[config.mk]
export PLATFORM = sky130hd
export DESIGN_NAME = sdfb_ctrl
export DESIGN_NICKNAME = d
export VERILOG_FILES = /design/src/hdl/sdfb_pkg.sv /design/src/hdl/sdfb_ctrl.sv
export VERILOG_INCLUDE_DIRS = /design/src /design/src/hdl
export SDC_FILE = /design/constraint.sdc
export NUM_CORES = 1
export LEC_CHECK = 0
export BUFFER_PORTS_ARGS = -buffer_cell sky130_fd_sc_hd__buf_2
export CELL_PAD_IN_SITES_DETAIL_PLACEMENT = 0
export CELL_PAD_IN_SITES_GLOBAL_PLACEMENT = 1
export CORE_AREA = 2 2 115 117
export CTS_BUF_LIST = sky130_fd_sc_hd__clkbuf_4
export DETAILED_ROUTE_END_ITERATION = 8
export DIE_AREA = 0 0 117 119
export GPL_TIMING_DRIVEN = 1
export PLACE_DENSITY = 0.54
export SYNTH_ARGS = -nofsm -noshare
export SYNTH_HDL_FRONTEND = slang
export SYNTH_SLANG_ARGS = --single-unit
export TNS_END_PERCENT = 30
[constraint.sdc]
create_clock -name ref_clk -period 2.6 [get_ports ref_clk]
set_input_delay 0.13 -clock ref_clk [delete_from_list [all_inputs] [get_ports ref_clk]]
set_output_delay 0.13 -clock ref_clk [all_outputs]
set_load 0.02 [all_outputs]
[src/hdl/sdfb_consts.svh]
`ifndef SDFB_CONSTS_SVH
`define SDFB_CONSTS_SVH

// address space decode
`define SDFB_SDRAM_SPACE      2'h1
`define SDFB_ADDR_TOP_HI      31
`define SDFB_ADDR_TOP_LO      30
`define SDFB_BANK_SEL_HI      29
`define SDFB_BANK_SEL_LO      28
// reserved window inside sdram space: bits 27:26 all ones
`define SDFB_RSVD_HI          27
`define SDFB_RSVD_LO          26
`define SDFB_RSVD_CODE        2'h3
`define SDFB_ROW_HI           25
`define SDFB_ROW_LO           12
`define SDFB_COL_HI           11
`define SDFB_COL_LO           2
`define SDFB_A10_BIT          10

// timing in ns at 40 MHz
`define SDFB_CLK_NS           25
`define SDFB_TRCD_NS          50
`define SDFB_TRCD_CYC         ((`SDFB_TRCD_NS + `SDFB_CLK_NS - 1) / `SDFB_CLK_NS)
`define SDFB_TRP_NS           50
`define SDFB_TRP_CYC          ((`SDFB_TRP_NS + `SDFB_CLK_NS - 1) / `SDFB_CLK_NS)

// reset values of pin registers
`define SDFB_CMD_RST          3'h7
`define SDFB_BANK_RST         4'h0

`endif

[src/hdl/sdfb_pkg.sv]
package sdfb_pkg;

    // ras_n, cas_n, we_n
    typedef enum logic [2:0] {
        SDFB_CMD_NOP     = 3'h7,
        SDFB_CMD_ACT     = 3'h3,
        SDFB_CMD_READ    = 3'h5,
        SDFB_CMD_WRITE   = 3'h4,
        SDFB_CMD_PRE     = 3'h2,
        SDFB_CMD_REFRESH = 3'h1,
        SDFB_CMD_MODE    = 3'h0
    } sdfb_cmd_t;

    typedef enum logic [1:0] {
        SDFB_OP_READ,
        SDFB_OP_WRITE,
        SDFB_OP_REFRESH,
        SDFB_OP_MODE
    } sdfb_op_t;

    typedef struct packed {
        logic        valid;
        sdfb_op_t    op;
        logic [31:0] addr;
        logic        mask;
        logic        flyby;
    } sdfb_req_t;

    typedef struct packed {
        logic        ras_n;
        logic        cas_n;
        logic        we_n;
        logic [3:0]  bank_sel;
        logic        a10;
        logic [13:0] addr;
        logic        mask;
        logic        cke;
    } sdfb_pins_t;

    typedef struct packed {
        logic wr_strobe;
        logic rd_strobe;
        logic out_en;
    } sdfb_io_t;

endpackage : sdfb_pkg

[src/hdl/sdfb_ctrl.sv]
`timescale 1ns/100ps
`include "sdfb_consts.svh"
// ==========================================================
// Notes on behaviour
// - serve asserted dma request per channel setup
// - ignore requests on uninitialised channels
// - io write strobe throughout fly-by read data
// - io read strobe in fly-by write data
// - io output enable only on fly-by
// - exactly one bank select per command
// - only bus owner drives bank selects
// - row select low with row address
// - column select low with column address
// - write enable low write, high read
// - other commands use sdram truth table
// - high mask blocks the data word
// - mask only with column select, not reads
// - separate address bit ten output
// - clock enable enters, leaves self-refresh/suspend
// - bus release: self-refresh, then float outputs
module sdfb_ctrl (
    // clock and reset
    input  wire logic               ref_clk,
    input  wire logic               rstn,
    // dma request pins and channel setup
    input  wire logic [3:0]         ext_dma_request,
    input  wire logic [3:0]         chan_initialised,
    input  wire logic [3:0]         chan_flyby_write,
    // core access request, taken when ready
    input  wire sdfb_pkg::sdfb_req_t core_req,
    output logic                    core_ready,
    output logic [3:0]              dma_ack,
    // bus ownership and power control
    input  wire logic               bus_owner,
    input  wire logic               host_bus_request,
    input  wire logic               suspend_req,
    output logic                    host_bus_grant,
    // sdram pins
    output sdfb_pkg::sdfb_pins_t    sdram_pins,
    output logic                    sdram_pins_oe,
    // fly-by io pins
    output sdfb_pkg::sdfb_io_t      flyby_io,
    output logic                    flyby_io_oe
);

    typedef enum logic [2:0] {
        ST_IDLE, ST_ACT, ST_WAIT, ST_COL, ST_PRE, ST_SREF, ST_RELEASED, ST_SUSP
    } sdfb_state_t;

    // ==========================================================
    // synchronisers
    logic [3:0] dreq_meta_q, dreq_sync_q;
    logic       hbr_meta_q,  hbr_sync_q;

    // two flop sync
    // requests are levels; a pulse under one clock may be missed
    always_ff @(posedge ref_clk) begin
        if (!rstn) begin
            dreq_meta_q <= 4'h0;
            dreq_sync_q <= 4'h0;
            hbr_meta_q  <= 1'b0;
            hbr_sync_q  <= 1'b0;
        end else begin
            dreq_meta_q <= ext_dma_request;
            dreq_sync_q <= dreq_meta_q;
            hbr_meta_q  <= host_bus_request;
            hbr_sync_q  <= hbr_meta_q;
        end
    end

    // ==========================================================
    // helpers
    function automatic logic [3:0] bank_decode(input logic [31:0] a);
        bank_decode = 4'h1 << a[`SDFB_BANK_SEL_HI:`SDFB_BANK_SEL_LO];
    endfunction : bank_decode

    function automatic logic in_sdram_space(input logic [31:0] a);
        in_sdram_space = (a[`SDFB_ADDR_TOP_HI:`SDFB_ADDR_TOP_LO] == `SDFB_SDRAM_SPACE)
                      && (a[`SDFB_RSVD_HI:`SDFB_RSVD_LO] != `SDFB_RSVD_CODE);
    endfunction : in_sdram_space

    function automatic logic [1:0] pick_chan(input logic [3:0] v);
        pick_chan = v[0] ? 2'h0 : v[1] ? 2'h1 : v[2] ? 2'h2 : 2'h3;
    endfunction : pick_chan

    // ==========================================================
    // sequencer
    sdfb_state_t         state_q, state_d;
    sdfb_pkg::sdfb_req_t cur_q, cur_d;
    logic [1:0]          wait_q, wait_d;
    logic [3:0]          ack_q, ack_d;
    logic                rdy_q, rdy_d;
    logic                grant_q, grant_d;
    sdfb_pkg::sdfb_pins_t pins_q, pins_d;
    sdfb_pkg::sdfb_io_t  io_q, io_d;
    logic                pins_oe_q, pins_oe_d;
    logic                io_oe_q, io_oe_d;
    logic [3:0]          dma_live;
    logic [1:0]          ch;

    assign dma_live = dreq_sync_q & chan_initialised;
    assign ch       = pick_chan(dma_live);

    always_comb begin
        state_d   = state_q;
        cur_d     = cur_q;
        wait_d    = wait_q;
        ack_d     = 4'h0;
        rdy_d     = 1'b0;
        grant_d   = grant_q;
        pins_d    = pins_q;
        io_d      = '0;
        io_oe_d   = bus_owner;
        pins_oe_d = bus_owner;
        {pins_d.ras_n, pins_d.cas_n, pins_d.we_n} = sdfb_pkg::SDFB_CMD_NOP;
        pins_d.bank_sel = `SDFB_BANK_RST;
        pins_d.mask     = 1'b0;
        case (state_q)
            ST_IDLE: begin
                pins_d.cke = 1'b1;
                if (hbr_sync_q) begin
                    {pins_d.ras_n, pins_d.cas_n, pins_d.we_n} = sdfb_pkg::SDFB_CMD_REFRESH;
                    // one line only, so the entry still decodes as a single bank
                    pins_d.bank_sel = bank_decode(cur_q.addr);
                    pins_d.cke      = 1'b0;
                    state_d         = ST_SREF;
                end else if (suspend_req) begin
                    pins_d.cke = 1'b0;
                    state_d    = ST_SUSP;
                end else if (bus_owner && |dma_live) begin
                    // start transfer on channel
                    // lowest channel wins; a busy low channel can starve the rest
                    ack_d[ch]   = 1'b1;
                    cur_d.valid = 1'b1;
                    cur_d.op    = chan_flyby_write[ch] ? sdfb_pkg::SDFB_OP_WRITE
                                                       : sdfb_pkg::SDFB_OP_READ;
                    cur_d.addr  = core_req.addr;
                    cur_d.mask  = 1'b0;
                    cur_d.flyby = 1'b1;
                    state_d     = ST_ACT;
                end else if (bus_owner && core_req.valid && in_sdram_space(core_req.addr)) begin
                    // ready leads the activate by one cycle
                    rdy_d   = 1'b1;
                    cur_d   = core_req;
                    state_d = ST_ACT;
                end
            end
            ST_ACT: begin
                pins_d.bank_sel = bank_decode(cur_q.addr);
                pins_d.a10      = cur_q.addr[`SDFB_A10_BIT];
                if (cur_q.op == sdfb_pkg::SDFB_OP_REFRESH) begin
                    {pins_d.ras_n, pins_d.cas_n, pins_d.we_n} = sdfb_pkg::SDFB_CMD_REFRESH;
                    state_d = ST_IDLE;
                end else if (cur_q.op == sdfb_pkg::SDFB_OP_MODE) begin
                    {pins_d.ras_n, pins_d.cas_n, pins_d.we_n} = sdfb_pkg::SDFB_CMD_MODE;
                    pins_d.addr = cur_q.addr[`SDFB_ROW_HI:`SDFB_ROW_LO];
                    state_d     = ST_IDLE;
                end else begin
                    {pins_d.ras_n, pins_d.cas_n, pins_d.we_n} = sdfb_pkg::SDFB_CMD_ACT;
                    pins_d.addr = cur_q.addr[`SDFB_ROW_HI:`SDFB_ROW_LO];
                    wait_d      = 2'(`SDFB_TRCD_CYC - 1);
                    state_d     = ST_WAIT;
                end
            end
            ST_WAIT: begin
                // one nop between activate and column covers trcd
                if (wait_q <= 2'h1) begin
                    state_d = ST_COL;
                end else begin
                    wait_d = wait_q - 2'h1;
                end
            end
            ST_COL: begin
                pins_d.bank_sel = bank_decode(cur_q.addr);
                pins_d.a10      = 1'b0;
                pins_d.addr     = {4'h0, cur_q.addr[`SDFB_COL_HI:`SDFB_COL_LO]};
                if (cur_q.op == sdfb_pkg::SDFB_OP_WRITE) begin
                    {pins_d.ras_n, pins_d.cas_n, pins_d.we_n} = sdfb_pkg::SDFB_CMD_WRITE;
                    pins_d.mask = cur_q.mask;
                end else begin
                    {pins_d.ras_n, pins_d.cas_n, pins_d.we_n} = sdfb_pkg::SDFB_CMD_READ;
                end
                // single word per access, so strobes stand one cycle
                // io enable only on fly-by
                if (cur_q.flyby) begin
                    io_d.wr_strobe = (cur_q.op == sdfb_pkg::SDFB_OP_READ);
                    io_d.rd_strobe = (cur_q.op == sdfb_pkg::SDFB_OP_WRITE);
                    io_d.out_en    = (cur_q.op == sdfb_pkg::SDFB_OP_WRITE);
                end
                wait_d  = 2'(`SDFB_TRP_CYC);
                state_d = ST_PRE;
            end
            ST_PRE: begin
                if (wait_q == 2'(`SDFB_TRP_CYC)) begin
                    // precharge all banks
                    // a10 high closes every open row, not just this bank
                    {pins_d.ras_n, pins_d.cas_n, pins_d.we_n} = sdfb_pkg::SDFB_CMD_PRE;
                    pins_d.bank_sel = bank_decode(cur_q.addr);
                    pins_d.a10      = 1'b1;
                end
                if (wait_q <= 2'h1) begin
                    cur_d.valid = 1'b0;
                    state_d     = ST_IDLE;
                end else begin
                    wait_d = wait_q - 2'h1;
                end
            end
            ST_SREF: begin
                // float pins, assert grant
                // pins float a cycle after entry so the command still lands
                pins_d.cke = 1'b0;
                grant_d    = 1'b1;
                pins_oe_d  = 1'b0;
                io_oe_d    = 1'b0;
                state_d    = ST_RELEASED;
            end
            ST_RELEASED: begin
                pins_d.cke = 1'b0;
                pins_oe_d  = 1'b0;
                io_oe_d    = 1'b0;
                if (!hbr_sync_q) begin
                    // exit self-refresh
                    // no exit delay count: the host must hold off long enough
                    grant_d    = 1'b0;
                    pins_d.cke = 1'b1;
                    pins_oe_d  = bus_owner;
                    io_oe_d    = bus_owner;
                    state_d    = ST_IDLE;
                end
            end
            ST_SUSP: begin
                pins_d.cke = 1'b0;
                if (!suspend_req) begin
                    pins_d.cke = 1'b1;
                    state_d    = ST_IDLE;
                end
            end
            default: state_d = ST_IDLE;
        endcase
        // non-owner leaves pins undriven
        // a sequence runs on when ownership goes; only drivers float
        if (!bus_owner) begin
            pins_oe_d = 1'b0;
            io_oe_d   = 1'b0;
        end
    end

    always_ff @(posedge ref_clk) begin
        if (!rstn) begin
            state_q   <= ST_IDLE;
            cur_q     <= '0;
            wait_q    <= 2'h0;
            ack_q     <= 4'h0;
            rdy_q     <= 1'b0;
            grant_q   <= 1'b0;
            pins_q    <= '{ras_n: 1'b1, cas_n: 1'b1, we_n: 1'b1, bank_sel: `SDFB_BANK_RST,
                           a10: 1'b0, addr: 14'h0, mask: 1'b0, cke: 1'b1};
            io_q      <= '0;
            pins_oe_q <= 1'b0;
            io_oe_q   <= 1'b0;
        end else begin
            state_q   <= state_d;
            cur_q     <= cur_d;
            wait_q    <= wait_d;
            ack_q     <= ack_d;
            rdy_q     <= rdy_d;
            grant_q   <= grant_d;
            pins_q    <= pins_d;
            io_q      <= io_d;
            pins_oe_q <= pins_oe_d;
            io_oe_q   <= io_oe_d;
        end
    end

    assign sdram_pins     = pins_q;
    assign sdram_pins_oe  = pins_oe_q;
    assign flyby_io       = io_q;
    assign flyby_io_oe    = io_oe_q;
    assign dma_ack        = ack_q;
    assign core_ready     = rdy_q;
    assign host_bus_grant = grant_q;

endmodule : sdfb_ctrl

# ---- Yosys cells after proc, flatten, opt, wreduce, memory -nomap -nowiden
# Cells that the tools add are included.
dict set report totals {
  regBits 82
  out_inout_bits 35
  elab_cells 125
  in_bits 54
}
dict set report op_classes {
  n_mux 42
  reduce_logical 26
  n_eq_ne 22
  n_addsub 1
  shifts 1
  bitwise 6
  n_lt_le_gt_ge 3
}
# cell count
set op_table {}
lappend op_table {{36-bit two-way mux} 2}
lappend op_table {{14-bit one-hot mux with 2 select lines} 1}
lappend op_table {{7-bit one-hot mux with 4 select lines} 1}
lappend op_table {{3-bit two-way mux} 9}
lappend op_table {{3-bit one-hot mux with 8 select lines} 1}
lappend op_table {{2-bit != test (second input constant)} 9}
lappend op_table {{2-bit two-way mux} 8}
lappend op_table {{14-bit two-way mux} 1}
lappend op_table {{3-bit == test (second input constant)} 4}
lappend op_table {{1-bit two-way mux} 10}
lappend op_table {{5-bit OR reduction} 2}
lappend op_table {{8-bit two-way mux} 1}
lappend op_table {{2-bit AND reduction} 4}
lappend op_table {{4-bit AND reduction} 2}
lappend op_table {{7-bit two-way mux} 1}
lappend op_table {{2-bit == test (second input constant)} 3}
lappend op_table {{3-bit by 2-bit == test with 1-bit output (second input constant)} 2}
lappend op_table {{2-bit one-hot mux with 3 select lines} 1}
lappend op_table {{3-bit AND reduction} 2}
lappend op_table {{2-bit nonzero test} 3}
lappend op_table {{3-bit nonzero test} 2}
lappend op_table {{1-bit logical AND} 5}
lappend op_table {{5-bit != test (second input constant)} 1}
lappend op_table {{1-bit NOT} 5}
lappend op_table {{19 further kinds} 21}

# ---- Longest topological paths before layout
# Gate-level depths: netlist of run 1.
dict set report logic_depth {
  ltp_word 8
  ltp_mapped 9
  depth_no_buf 7
}

# ---- Worst setup path after synthesis of run 1
# OpenSTA, ideal clock, no wires.
dict set report synth_timing {
  path_kind {register to register}
  from {register state_q[1]}
  to {register cur_q[10] (netlist name)}
  t_required_ns 2.472
  stages_incl_launch_ff 10
  n_path_buf 4
  setup_slack_ns 0.982
  synth_period_minus_slack_ns 1.618
  t_arrival_ns 1.490
  setup_ns 0.128
  cell_sequence {dfxtp_1 -> buf_6 -> or2_1 -> buf_2 -> nor4_4 -> o21ai_2 -> buf_6 -> buf_6 -> nand3_1 -> o21ai_1}
}
dict set report synth_via {
  elab_chain_len 2
}
# item line
set synth_rtl {}
lappend synth_rtl {{start, declared} sdfb_ctrl.sv:88} ;# sdfb_state_t state_q, state_d;
lappend synth_rtl {{start signal, assigned} sdfb_ctrl.sv:262} ;# state_q <= state_d;
lappend synth_rtl {{3-bit logical NOT} sdfb_ctrl.sv:118} ;# case (state_q)
lappend synth_rtl {{4-bit AND reduction (no source line)} --}
lappend synth_rtl {{end signal, assigned} sdfb_ctrl.sv:263} ;# cur_q <= cur_d;
lappend synth_rtl {{end, declared} sdfb_ctrl.sv:89} ;# sdfb_pkg::sdfb_req_t cur_q, cur_d;
# No other way between the ends.
# A chain may end at the register's enable or synchronous reset.

# ---- Final worst setup path of run 1
dict set report layout_timing {
  from {input port chan_initialised[1]}
  to {register cur_q[25] (netlist name)}
}
dict set report layout_via {
  elab_chain_len 5
  elab_cells_between_ends 6
  cone_classes {mux (1); bitwise (1); reduce/logical (4)}
}
# item line
set layout_rtl {}
lappend layout_rtl {{start, declared} sdfb_ctrl.sv:27} ;# input wire logic [3:0] chan_initialised,
lappend layout_rtl {{4-bit AND (*)} sdfb_ctrl.sv:101} ;# assign dma_live = dreq_sync_q & chan_initialised;
lappend layout_rtl {{4-bit OR reduction (*)} sdfb_ctrl.sv:130} ;# end else if (bus_owner && |dma_live) begin
lappend layout_rtl {{1-bit logical AND (*)} sdfb_ctrl.sv:130}
lappend layout_rtl {{2-bit nonzero test (no source line)} --}
lappend layout_rtl {{4-bit AND reduction (no source line)} --}
# Every way passes the cells marked *; elsewhere a longest branch is shown, timed or not.

==> results of run 1 <==
[power groups by stage]
stage / logic [W] / clock network (W) / registers [W]
finish: 0.000930 / 0.000724 / 0.00137
global route: 0.00104 / 0.000818 / 0.00139
CTS: 0.000939 / 0.000765 / 0.00137
detailed placement: 0.000889 / 0 / 0.00140
global placement: 0.000884 / 0 / 0.00140
floorplan: 0.000569 / 0 / 0.00140
[worst max path at each step]
stage	startpoint	endpoint
after floorplan	state_q[1]	cur_q[10]
after global placement	dreq_sync_q[1]	cur_q[18]
after detailed placement	dreq_sync_q[1]	cur_q[17]
after CTS	dreq_sync_q[1]	cur_q[26]
after global routing	dreq_sync_q[1]	cur_q[25]
final	chan_initialised[1]	cur_q[25]
[cells by family after synthesis]
logic type,after synthesis,synth area share (%)
fa+ha+maj,2,0.803
mux,3,0.964
flops,78,50.1
buf+inv,39,5.98
compound gates,92,18.6
simple gates,150,23.6
[cell usage in the layout, fill, tap and decap left out, drive strengths merged, types with 3 or more instances in the layout]
cell         netlist  final
dlygate4sd3        0     40
a222oi            11     11
clkbuf            19     11
a22oi              5      5
nand2b             5      5
nor2b              3      3
o21ai             44     44
nor3b              4      4
and2              11     11
buf               12    100
inv                7      7
a211oi             3      3
nand3             38     38
nor3               7      7
dfxtp             78     78
nand2             42     42
mux2i              3      3
clkinv             1      4
nor2              29     29
a21oi             18     18
[metrics by stage]
step / utilization, % / area [um2]
floorplan: - / 3120
CTS: 33.1 / 4260
global placement: 29.0 / 3730
finish: 33.1 / 4260
detailed placement: 29.0 / 3730
global route: 33.1 / 4260
[layer usage]
layer | up-vias | share of wire [%] | track usage, %
met1 | 1368 | 47 | 17.4
met4 | 0 | 1.4 | 4.19
li1 | 1524 | - | -
met3 | 10 | 4.8 | 4.99
met5 | - | 0 | 0
met2 | 67 | 47 | 21.9
[cell usage after synthesis]
cell | n | area (um2)
nand3b_1 | 2 | 15.0
buf_6 | 4 | 45.0
and2_1 | 11 | 68.8
and4_1 | 1 | 8.76
ha_1 | 2 | 25.0
mux2i_1 | 3 | 30.0
a41oi_1 | 1 | 8.76
buf_4 | 2 | 15.0
clkinv_1 | 1 | 3.75
a311oi_1 | 2 | 17.5
a21oi_1 | 18 | 90.1
nand3_1 | 38 | 190
nor4_4 | 1 | 21.3
nand4b_1 | 2 | 17.5
a211oi_1 | 3 | 22.5
and3_1 | 2 | 12.5
o22ai_1 | 1 | 6.26
nand2_1 | 42 | 158
clkbuf_1 | 19 | 71.3
inv_1 | 7 | 26.3
o2111a_1 | 1 | 11.3
a41o_1 | 1 | 10.0
nor3_1 | 7 | 35.0
a22oi_1 | 5 | 37.5
nor2_1 | 29 | 109
o32a_1 | 1 | 10.0
a222oi_1 | 11 | 110
buf_2 | 2 | 10.0
nand2b_1 | 5 | 31.3
o21ai_1 | 20 | 100
o21ai_2 | 1 | 8.76
o31ai_1 | 2 | 15.0
o211ai_1 | 1 | 7.51
or2_1 | 1 | 6.26
buf_1 | 4 | 15.0
a221oi_1 | 1 | 8.76
nor4_1 | 1 | 6.26
or3_1 | 1 | 6.26
dfxtp_1 | 78 | 1560
nor2b_1 | 3 | 18.8
o21ai_0 | 23 | 115
nor3b_1 | 4 | 30.0
[flip-flops by register name, summed over array words and instances, names as in the netlist, 2 cells and up]
register	count
sdram_pins	24
dma_ack	4
wait_q	2
cur_q	30
flyby_io	2
state_q	3
dreq_sync_q	4
dreq_meta_q	4
[critical path, stage by stage]
cell and delay [ns]:
dlygate4sd3_1 0.53, buf_2 0.13, a222oi_1 0.35, a21oi_1 0.24, o21ai_4 0.66, buf_4 0.40
nand3_1 0.10, o21ai_0 0.10
[final cells by class]
class / instances / area share (%)
clock buffer: 11 / 1.94
clock inverter: 5 / 1.17
inverter: 8 / 0.705
multi-input combinational: 247 / 32.4
sequential: 78 / 36.6
tap: 176 / 5.17
timing repair buffer: 140 / 22.0
==> tab_implementation.tex, run 1 <==
\begin{tabular}{lr}
\hline
Metric & Value \\
\hline
\multicolumn{2}{l}{\textbf{Clock tree}} \\
Clock latency on the worst-skew pair & 0.43 ns \\
TritonCTS Sinks & 78 \\
Cell chosen for the clock root & clkbuf\_4 \\
Maximum clock path buffer count & 2 \\
Clk pin slew, worst setup/hold paths & 0.12 ns \\
Number of clock buffers inserted by TritonCTS & 9 \\
Clock tree from TritonCTS & yes \\
Number of gates given a new drive strength after cts & 0 \\
Post-CTS Hold Fix Bufs & 40 \\
Post-CTS setup-driven buffer insertion count & 0 \\
H-tree level count & 3 \\
\multicolumn{2}{l}{\textbf{Pwr}} \\
Combinational fraction of design power & 30.8\% \\
Total power divided by cell area & 710 mW/mm2 \\
Reg power frac & 45.3\% \\
Int Power & 0.00197 W \\
Pwr Total & 0.00303 W \\
Switch Pwr & 0.00106 W \\
Clock share of power & 23.9\% \\
Fraction of power spent switching nets & 35.0\% \\
VDD IR max & 0.254 mV \\
Leakage power summed over all cells & 1.75 nW \\
\multicolumn{2}{l}{\textbf{Timing}} \\
Hold violation total from the final report & 0 \\
Summed negative setup slack over all endpoints & 0 ns \\
Period utilisation layout & 89.0\% \\
Fin worst setup slack & 0.287 ns \\
Relative max-transition margin & 42.5\% \\
Pins Over Slew Limit & 0 \\
Highest clock frequency the design can meet & 432 MHz \\
Worst Tran Pin Value & 0.859 ns \\
Minimum clock period & 2.31 ns \\
Worst Hold Slack & 0.107 ns \\
\# setup viols final & 0 \\
Unrepaired setup endpoints after global routing & no \\
Setup skew after layout & 0.0101 ns \\
\multicolumn{2}{l}{\textbf{Place}} \\
Port-buffer cells & 86 \\
\# placed instances & 609 \\
Worst slack after detailed placement & 0.314 ns \\
Post-DP HPWL & 5970 um \\
Last weighted congestion value of the routability-driven placer & 0.748 \\
\multicolumn{2}{l}{\textbf{Flow run}} \\
Maximum Capacitance Violations & 0 \\
\multicolumn{2}{l}{\textbf{Synthesis}} \\
Sequential share of the synthesized area & 50.1\% \\
Gate Count Post-Synth & 364 \\
Total of flip-flops plus latches after synthesis & 78 \\
Post-synthesis instance area & 0.00312 mm2 \\
Average size of a mapped cell & 8.56 um2 \\
Post-Synthesis Net Count & 420 \\
Count of different cell masters after synthesis & 42 \\
Number of warning messages in the yosys log & 0 \\
\multicolumn{2}{l}{\textbf{Final layout}} \\
Final Net Count & 540 \\
Area taken by multi-input logic gates & 0.00138 mm2 \\
Number of filler cells placed in the layout & 1384 \\
Fraction of layout instances using a drive strength above 1 & 23.9\% \\
Footprint of the flip-flops and latches & 0.00156 mm2 \\
N\_diodes & 0 \\
Synth-to-Final Area Change & 36.7\% \\
Non-filler cells in the finished layout & 665 \\
\multicolumn{2}{l}{\textbf{Routing}} \\
Per-cell via count in the routed design & 4.46 \\
Detailed-route wire length & 9080 um \\
TritonRoute pass-1 iters & 4 \\
Total via count after detailed routing & 2969 \\
DRC viols & 0 \\
WL/cell & 13.6 um \\
Antenna violation net count after detailed routing & 0 \\
Detailed Route Iter0 Violations & 120 \\
\multicolumn{2}{l}{\textbf{Global routing}} \\
First-pass GRT wire length & 14800 um \\
Global-route congestion overflow total & 0 \\
Maximum number of pins on one net before global-route repair & 66 \\
Vias in the first global route & 2978 \\
Total global routing track utilization & 13.8\% \\
Number of antenna violations at the first check in global routing & 0 \\
\multicolumn{2}{l}{\textbf{Min path}} \\
Count of cells along the worst hold path & 3 \\
Worst hold path endpoint & cur\_q[34] \\
Class of the worst hold path & input pin to register \\
Launch point of the worst hold path & chan\_flyby\_write[0] \\
\multicolumn{2}{l}{\textbf{Die}} \\
Initial standard-cell utilization of the core & 24.2\% \\
Width of the die & 117 um \\
Die boundary height & 119 um \\
Top-level I/O count & 89 \\
Placement Rows & 42 \\
Area of the placeable core & 0.0129 mm2 \\
Area of the die & 0.0139 mm2 \\
\multicolumn{2}{l}{\textbf{Critical path}} \\
Setup crit start kind & input pin \\
Worst Path Required & 2.95 ns \\
Reg-to-reg startpoint & dreq\_sync\_q[1] \\
Worst-case register-to-register setup slack & 0.30 ns \\
Endpoint of the most critical register-to-register path & cur\_q[25] \\
CP Class & input pin to register \\
Kind of end point of the critical path & register \\
Highest fanout seen on the critical path & 31 \\
Arr. time, crit path & 2.67 ns \\
Cell depth of the worst flop-to-flop path & 6 \\
\multicolumn{2}{l}{\textbf{Run status}} \\
Run status & finished clean \\
\hline
\end{tabular}
(Power assumes the default switching activity.)
==> run 2, diff against run 1 <==
Settings changed: ABC_AREA from default to 1, PLACE_DENSITY 0.54 to 0.55.
==> run 2 against run 1 <==
Compared with the run above:
- core utilization down 0.46 points
- power increased by 3.2%
- global-route usage down 0.64 points
- worst setup slack better by 0.47 ns
- first-iteration DRC count decreased by 10%
- via count shrank 2.6%
- wire length decreased by 6.3%
- largest cell class unchanged
==> tab_implementation.tex, run 2 <==
\begin{tabular}{lr}
\hline
Metric & Value \\
\hline
\multicolumn{2}{l}{\textbf{Run status}} \\
Run status & finished clean \\
\multicolumn{2}{l}{\textbf{Critical path}} \\
Worst-case register-to-register setup slack & 0.76 ns (+0.46 ns) \\
Setup crit start kind & register \\
Highest fanout seen on the critical path & 14 (-55\%) \\
Kind of end point of the critical path & register \\
Endpoint of the most critical register-to-register path & sdram\_pins[11] \\
Crit path cell chain & nor2\_4, nand2\_2, inv\_2, nor2\_2, buf\_4, nand2\_1, a21oi\_1 \\
Critical path's largest stage delay & 0.58 ns (-0.08 ns) \\
CP Class & register to register \\
Reg-to-reg startpoint & state\_q[2] \\
Cell type of the slowest stage on the worst timing path & dfxtp\_1 \\
Cell depth of the worst flop-to-flop path & 7 (+1) \\
Arr. time, crit path & 2.21 ns (-0.46 ns) \\
Top Family by Delay on Critical Path & simple AND/OR/NAND/NOR gates \\
Worst Path Buf+Inv & 2 (-1) \\
Worst Path Required & 2.97 ns (+0.02 ns) \\
\multicolumn{2}{l}{\textbf{Die}} \\
Top-level I/O count & 89 (unchanged) \\
Width of the die & 117 um (unchanged) \\
Initial standard-cell utilization of the core & 24.1\% (-0.078 points) \\
Area of the placeable core & 0.0129 mm2 (unchanged) \\
Die boundary height & 119 um (unchanged) \\
Placement Rows & 42 (unchanged) \\
Area of the die & 0.0139 mm2 (unchanged) \\
\multicolumn{2}{l}{\textbf{Synthesis}} \\
Post-Synthesis Net Count & 459 (+9.3\%) \\
Average size of a mapped cell & 7.71 um2 (-10\%) \\
Number of enable-type register cells in the synthesized netlist & 0 (unchanged) \\
Biggest area consumer among synthesized cells & dfxtp\_1 \\
Gate Count Post-Synth & 403 (+11\%) \\
Total of flip-flops plus latches after synthesis & 78 (unchanged) \\
Sequential share of the synthesized area & 50.3\% (+0.16 points) \\
Synth area leaders & dfxtp\_1, nor2\_1, nand2\_1, o21ai\_0, inv\_1 \\
Top cells by instance count after synthesis & nor2\_1, dfxtp\_1, nand2\_1, inv\_1, o21ai\_0 \\
Number of warning messages in the yosys log & 0 (unchanged) \\
Post-synthesis instance area & 0.00311 mm2 (-0.32\%) \\
Async SR Flop Fraction & 0\% (unchanged) \\
Top FF cell, synth & dfxtp\_1 \\
Top cell type's share of synthesized area & 50.3\% (+0.16 points) \\
Most frequent cell after synthesis & nor2\_1 \\
Count of different cell masters after synthesis & 33 (-21\%) \\
\multicolumn{2}{l}{\textbf{Final layout}} \\
Highest-count cells in the layout ignoring fill and taps & nor2\_1, buf\_2, dfxtp\_1 \\
Fraction of layout instances using a drive strength above 1 & 24.1\% (+0.13 points) \\
Most common library cell in the layout ignoring fill and taps & nor2\_1 \\
Final Net Count & 579 (+7.2\%) \\
Synth-to-Final Area Change & 35.3\% \\
Flip-flop count of the largest register after layout & 30 (unchanged) \\
Register with the most flip-flops & cur\_q \\
Post-Route Utilization & 32.6\% (-0.46 points) \\
\multicolumn{2}{l}{\textbf{Min path}} \\
Worst hold path endpoint & core\_ready \\
Count of cells along the worst hold path & 4 (+1) \\
Launch point of the worst hold path & core\_req[33] \\
Class of the worst hold path & input pin to register \\
\multicolumn{2}{l}{\textbf{Timing}} \\
Worst Hold Slack & 0.0474 ns (-0.0601 ns) \\
Setup skew after layout & 0.0161 ns (+0.00603 ns) \\
Highest clock frequency the design can meet & 542 MHz (+25\%) \\
\# setup viols final & 0 (unchanged) \\
Minimum clock period & 1.84 ns (-0.469 ns) \\
Hold violation total from the final report & 0 (unchanged) \\
Period utilisation layout & 70.9\% (-18 points) \\
Pins Over Slew Limit & 0 (unchanged) \\
Worst Tran Pin Value & 0.533 ns (-0.326 ns) \\
Summed negative setup slack over all endpoints & 0 ns (unchanged) \\
Relative max-transition margin & 64.4\% (+22 points) \\
Unrepaired setup endpoints after global routing & no \\
\multicolumn{2}{l}{\textbf{Routing}} \\
Per-cell via count in the routed design & 4.10 (-8.2\%) \\
DRC viols & 0 (unchanged) \\
Antenna violation net count after detailed routing & 0 (unchanged) \\
Detailed Route Iter0 Violations & 108 (-10\%) \\
TritonRoute pass-1 iters & 4 (unchanged) \\
WL/cell & 12.1 um (-12\%) \\
Detailed-route wire length & 8510 um (-6.3\%) \\
Total via count after detailed routing & 2891 (-2.6\%) \\
\multicolumn{2}{l}{\textbf{Clock tree}} \\
Maximum clock path buffer count & 2 (unchanged) \\
Number of clock buffers inserted by TritonCTS & 9 (unchanged) \\
Clk pin slew, worst setup/hold paths & 0.13 ns (about the same) \\
H-tree level count & 3 (unchanged) \\
Clock tree from TritonCTS & yes \\
Cell chosen for the clock root & clkbuf\_4 \\
TritonCTS Sinks & 78 (unchanged) \\
Clock latency on the worst-skew pair & 0.42 ns (about the same) \\
\multicolumn{2}{l}{\textbf{Global routing}} \\
Global-route congestion overflow total & 0 (unchanged) \\
Vias in the first global route & 2927 (-1.7\%) \\
Total global routing track utilization & 13.1\% (-0.64 points) \\
Maximum number of pins on one net before global-route repair & 47 (-29\%) \\
Number of antenna violations at the first check in global routing & 1 (+1) \\
First-pass GRT wire length & 14100 um (-5.1\%) \\
\multicolumn{2}{l}{\textbf{Pwr}} \\
Int Power & 0.00202 W (+3.0\%) \\
Total power divided by cell area & 743 mW/mm2 (+4.6\%) \\
Pwr Total & 0.00312 W (+3.2\%) \\
Reg power frac & 44.6\% (-0.7 points) \\
Fraction of power spent switching nets & 35.1\% (+0.13 points) \\
VDD IR max & 0.185 mV (-27\%) \\
Switch Pwr & 0.00110 W (+3.5\%) \\
Clock share of power & 26.6\% (+2.7 points) \\
Leakage power summed over all cells & 1.88 nW (+7.5\%) \\
Combinational fraction of design power & 28.8\% (-2.0 points) \\
\multicolumn{2}{l}{\textbf{Flow run}} \\
Maximum Capacitance Violations & 0 (unchanged) \\
\multicolumn{2}{l}{\textbf{Place}} \\
Post-DP HPWL & 5920 um (-0.81\%) \\
Port-buffer cells & 86 (unchanged) \\
Last weighted congestion value of the routability-driven placer & 0.820 (+9.7\%) \\
\hline
\end{tabular}
==> run 2: cell types whose count changed after synthesis, sizes merged, moves of 5 or more <==
cell and delta:
nor2 +62, nand2 +35, inv +33, nand3 -31, clkbuf -13, a222oi -11, and2 -11, a31oi +6
nand4 +6, nand2b -5
==> run 2: cell type report <==
type / count / area, um2
Clock inverter: 6 / 86.3
Antenna cell: 1 / 2.50
Multi-Input combinational cell: 267 / 1280
Timing Repair Buffer: 127 / 828
Tap cell: 176 / 220
Fill cell: 1419 / 8670
Clock buffer: 10 / 75.1
Sequential cell: 78 / 1560
Inverter: 40 / 150
==> run 2: what timing repair did <==
item,CTS,global route
endpoints found under the hold margin,36,0
endpoints found under the setup margin,0,0
hold buffers,36,0
resized for setup,0,0
setup buffers,0,0
==> run 2: worst register-to-register path: stages (launching register included) <==
cell and delay [ns]:
dfxtp_1 0.58, nor2_4 0.09, nand2_2 0.13, inv_2 0.16, nor2_2 0.40, buf_4 0.23
nand2_1 0.06, a21oi_1 0.14
==> run 2: metal layers <==
| layer | up-vias | wire, um | share of wire [%] | GRT usage, % |
|---|---|---|---|---|
| met5 | - | 0 | 0 | 0 |
| met3 | 7 | 382 | 4.5 | 3.21 |
| met1 | 1301 | 3830 | 45 | 16.3 |
| met2 | 53 | 4170 | 49 | 22.0 |
| met4 | 0 | 122 | 1.4 | 4.63 |
| li1 | 1530 | - | - | - |
==> run 2: cells by family (layout without fill, tap and decap cells) <==
group | after synthesis | count (layout) | synth area share (%)
AND/OR/NAND/NOR | 190 | 190 | 26.0
flip-flops | 78 | 78 | 50.3
AO/OA/AOI/OAI | 75 | 75 | 14.4
buffers and inverters | 58 | 183 | 8.58
adder cells (fa/ha/maj) | 2 | 2 | 0.805
other | 0 | 1 | 0
==> run 2: power by group through the flow <==
stage	logic (W)	clock network [W]	registers [W]
final	0.000899	0.000830	0.00139
after global routing	0.00103	0.000930	0.00141
after CTS	0.000912	0.000871	0.00139
after detailed placement	0.000866	0	0.00142
after global placement	0.000866	0	0.00142
after floorplan	0.000589	0	0.00145
==> run 2: through the flow <==
step | setup slack (ns) | cell area, um2 | cells
after floorplan | 1.26 | 3110 | 403
after global placement | 0.747 | 3680 | 652
after detailed placement | 0.710 | 3680 | 652
after CTS | 0.688 | 4200 | 704
after global routing | 0.560 | 4200 | 705
final | 0.756 | 4200 | 705
==> run 2: worst max-delay path by stage <==
| stage | from | endpoint | slack, ns | depth (start not counted) |
|---|---|---|---|---|
| 5_1_grt | state_q[2] | sdram_pins[11] | 0.56 | 7 |
| 3_3_place_gp | state_q[2] | sdram_pins[8] | 0.75 | 7 |
| 2_1_floorplan | state_q[0] | sdram_pins[2] | 1.26 | 8 |
| 4_1_cts | state_q[2] | sdram_pins[11] | 0.69 | 7 |
| 6_report | state_q[2] | sdram_pins[11] | 0.76 | 7 |
| 3_5_place_dp | state_q[2] | sdram_pins[11] | 0.71 | 7 |
==> run 3, diff against run 2 <==
Settings changed: PLACE_DENSITY 0.55 to 0.57.
Clock period 2.6 ns to 1.6 ns, I/O delays scaled along.
==> run 3 against run 2 <==
Compared with the run above:
- non-clock buffer count up 10
- fmax grew 27%
- clock skew is 0.0041 ns lower
- register-to-register slack lost 0.61 ns
- design area grew 2.8%
- sequential power up 63%
- die area unchanged
- first-iteration DRC count down 14%
- wire length increased by 1.2%
- critical path depth is 2 higher
- clock power is 28% higher
- worst setup slack got worse by 0.61 ns
- critical path type unchanged
- critical endpoint is now cur_q[35]
- highest routed layer unchanged
==> tab_implementation.tex, run 3 (synthesized netlist as in run 2, its figures left out) <==
\begin{tabular}{lr}
\hline
Metric & Value \\
\hline
\multicolumn{2}{l}{\textbf{Run status}} \\
Run status & finished clean \\
\multicolumn{2}{l}{\textbf{Global routing}} \\
Maximum number of pins on one net before global-route repair & 47 (unchanged) \\
Global-route congestion overflow total & 0 (unchanged) \\
First-pass GRT wire length & 13700 um (-2.9\%) \\
Number of antenna violations at the first check in global routing & 0 (-1) \\
Total global routing track utilization & 12.7\% (-0.43 points) \\
Vias in the first global route & 2864 (-2.2\%) \\
\multicolumn{2}{l}{\textbf{Pwr}} \\
Pwr Total & 0.00493 W (+58\%) \\
VDD IR max & 0.369 mV (+99\%) \\
Leakage power summed over all cells & 1.92 nW (+2.1\%) \\
Total power divided by cell area & 1140 mW/mm2 (+54\%) \\
\multicolumn{2}{l}{\textbf{Timing}} \\
\# setup viols final & 0 (unchanged) \\
Period utilisation layout & 91.1\% (+20 points) \\
Relative max-transition margin & 79.1\% (+15 points) \\
Worst Hold Slack & 0.0494 ns (+0.00197 ns) \\
Pins Over Slew Limit & 0 (unchanged) \\
Hold violation total from the final report & 0 (unchanged) \\
Summed negative setup slack over all endpoints & 0 ns (unchanged) \\
Setup skew after layout & 0.0120 ns (-0.00408 ns) \\
Worst Tran Pin Value & 0.313 ns (-0.220 ns) \\
Minimum clock period & 1.46 ns (-0.386 ns) \\
Unrepaired setup endpoints after global routing & no \\
Highest clock frequency the design can meet & 686 MHz (+27\%) \\
\multicolumn{2}{l}{\textbf{Final layout}} \\
Non-filler cells in the finished layout & 714 (+1.3\%) \\
Register with the most flip-flops & cur\_q \\
Highest-count cells in the layout ignoring fill and taps & buf\_2, nor2\_1, dfxtp\_1 \\
Fraction of layout instances using a drive strength above 1 & 25.1\% (+1.0 points) \\
Footprint of the flip-flops and latches & 0.00157 mm2 (+0.24\%) \\
Flip-flop count of the largest register after layout & 30 (unchanged) \\
Final Net Count & 589 (+1.7\%) \\
Number of filler cells placed in the layout & 1404 (-1.1\%) \\
N\_diodes & 0 (-1) \\
Area taken by multi-input logic gates & 0.00129 mm2 (+0.59\%) \\
Synth-to-Final Area Change & 39.0\% \\
Final design instance area without fill & 0.00432 mm2 (+2.8\%) \\
Most common library cell in the layout ignoring fill and taps & buf\_2 \\
\multicolumn{2}{l}{\textbf{Die}} \\
Initial standard-cell utilization of the core & 24.1\% (unchanged) \\
Die boundary height & 119 um (unchanged) \\
Width of the die & 117 um (unchanged) \\
Placement Rows & 42 (unchanged) \\
Area of the die & 0.0139 mm2 (unchanged) \\
Top-level I/O count & 89 (unchanged) \\
Area of the placeable core & 0.0129 mm2 (unchanged) \\
\multicolumn{2}{l}{\textbf{Critical path}} \\
Kind of end point of the critical path & register \\
Worst Path Required & 1.94 ns (-1.03 ns) \\
Arr. time, crit path & 1.79 ns (-0.42 ns) \\
Highest fanout seen on the critical path & 32 (+18) \\
CP Class & register to register \\
Setup crit start kind & register \\
\multicolumn{2}{l}{\textbf{Place}} \\
Post-DP HPWL & 5880 um (-0.72\%) \\
Dpl cell area & 0.00376 mm2 (+2.3\%) \\
Port-buffer cells & 86 (unchanged) \\
\# placed instances & 655 (+0.46\%) \\
Last weighted congestion value of the routability-driven placer & 0.794 (-3.2\%) \\
\multicolumn{2}{l}{\textbf{Routing}} \\
Per-cell via count in the routed design & 4.15 (+1.2\%) \\
Total via count after detailed routing & 2962 (+2.5\%) \\
Antenna violation net count after detailed routing & 0 (unchanged) \\
Detailed Route Iter0 Violations & 93 (-14\%) \\
DRC viols & 0 (unchanged) \\
Detailed-route wire length & 8610 um (+1.2\%) \\
TritonRoute pass-1 iters & 6 (+2) \\
WL/cell & 12.1 um (about the same) \\
\multicolumn{2}{l}{\textbf{Clock tree}} \\
TritonCTS Sinks & 78 (unchanged) \\
Cell chosen for the clock root & clkbuf\_4 \\
Maximum clock path buffer count & 2 (unchanged) \\
Number of clock buffers inserted by TritonCTS & 9 (unchanged) \\
Clock latency on the worst-skew pair & 0.43 ns (about the same) \\
Clock tree from TritonCTS & yes \\
Post-CTS setup-driven buffer insertion count & 0 (unchanged) \\
H-tree level count & 3 (unchanged) \\
Clk pin slew, worst setup/hold paths & 0.14 ns (about the same) \\
\multicolumn{2}{l}{\textbf{Flow run}} \\
Maximum Capacitance Violations & 0 (unchanged) \\
\multicolumn{2}{l}{\textbf{Min path}} \\
Class of the worst hold path & input pin to register \\
\hline
\end{tabular}
run 3: cell count changes in the layout (fill, tap and decap cells not counted), sizes merged:
| cell | delta |
|---|---|
| inv | +3 |
| dlygate4sd3 | +7 |
| clkinv | -1 |
| buf | +3 |
| clkinvlp | +1 |
| diode | -1 |
| bufinv | -2 |
| clkbuf | -1 |
run 3: layout make-up:
type,count,share of cell area (%)
clock inverters,7,1.07
clock buffers,9,1.56
well taps,176,5.10
repair buffers,137,22.8
flip-flops and latches,78,36.2
inverters,40,3.48
multi-input cells,267,29.8
run 3: worst max-delay path, cell delays in order, from the launching register on:
cell	delay, ns
dfxtp_2	0.38
nor2_4	0.13
nand2_2	0.08
inv_2	0.10
nand3_4	0.09
inv_2	0.09
nand2_2	0.07
buf_12	0.16
o21ai_1	0.19
a21oi_1	0.06
run 3: what timing repair did:
item                                    CTS  global route
resized for setup                         0             6
hold buffers                             43             0
endpoints found under the setup margin    0            15
hold endpoints to repair                 42             0
run 3: per-layer routing:
layer / up-vias / global-route usage (%) / wire, um
li1: 1551 / - / -
met4: 0 / 4.41 / 112
met1: 1354 / 15.9 / 3970
met5: - / 0 / 0
met3: 7 / 3.10 / 335
met2: 50 / 21.2 / 4200
run 3: report_power, final:
part	switching (W)	internal, W	total, W
Sequential	0.000122	0.00214	0.00226
Combinational	0.000984	0.000619	0.00160
Clock	0.000740	0.000323	0.00106
run 3: path summary, 6_finish.rpt:
| path | slack, ns | endpoint | cells past startpoint | start |
|---|---|---|---|---|
| setup / recovery | 0.14 | cur_q[35] | 9 | state_q[2] |
| hold / removal | 0.05 | core_ready | 5 | core_req[32] |
| setup reg to reg | 0.14 | cur_q[35] | 9 | state_q[2] |
| hold reg to reg | 0.42 | dreq_sync_q[1] | 2 | dreq_meta_q[1] |
run 3: per-stage QoR:
step	utilization, %	setup WS [ns]
floorplan	-	0.264
finish	33.5	0.142
global route	33.5	0.00964
detailed placement	29.2	0.114
global placement	29.2	0.125
CTS	33.5	0.0944
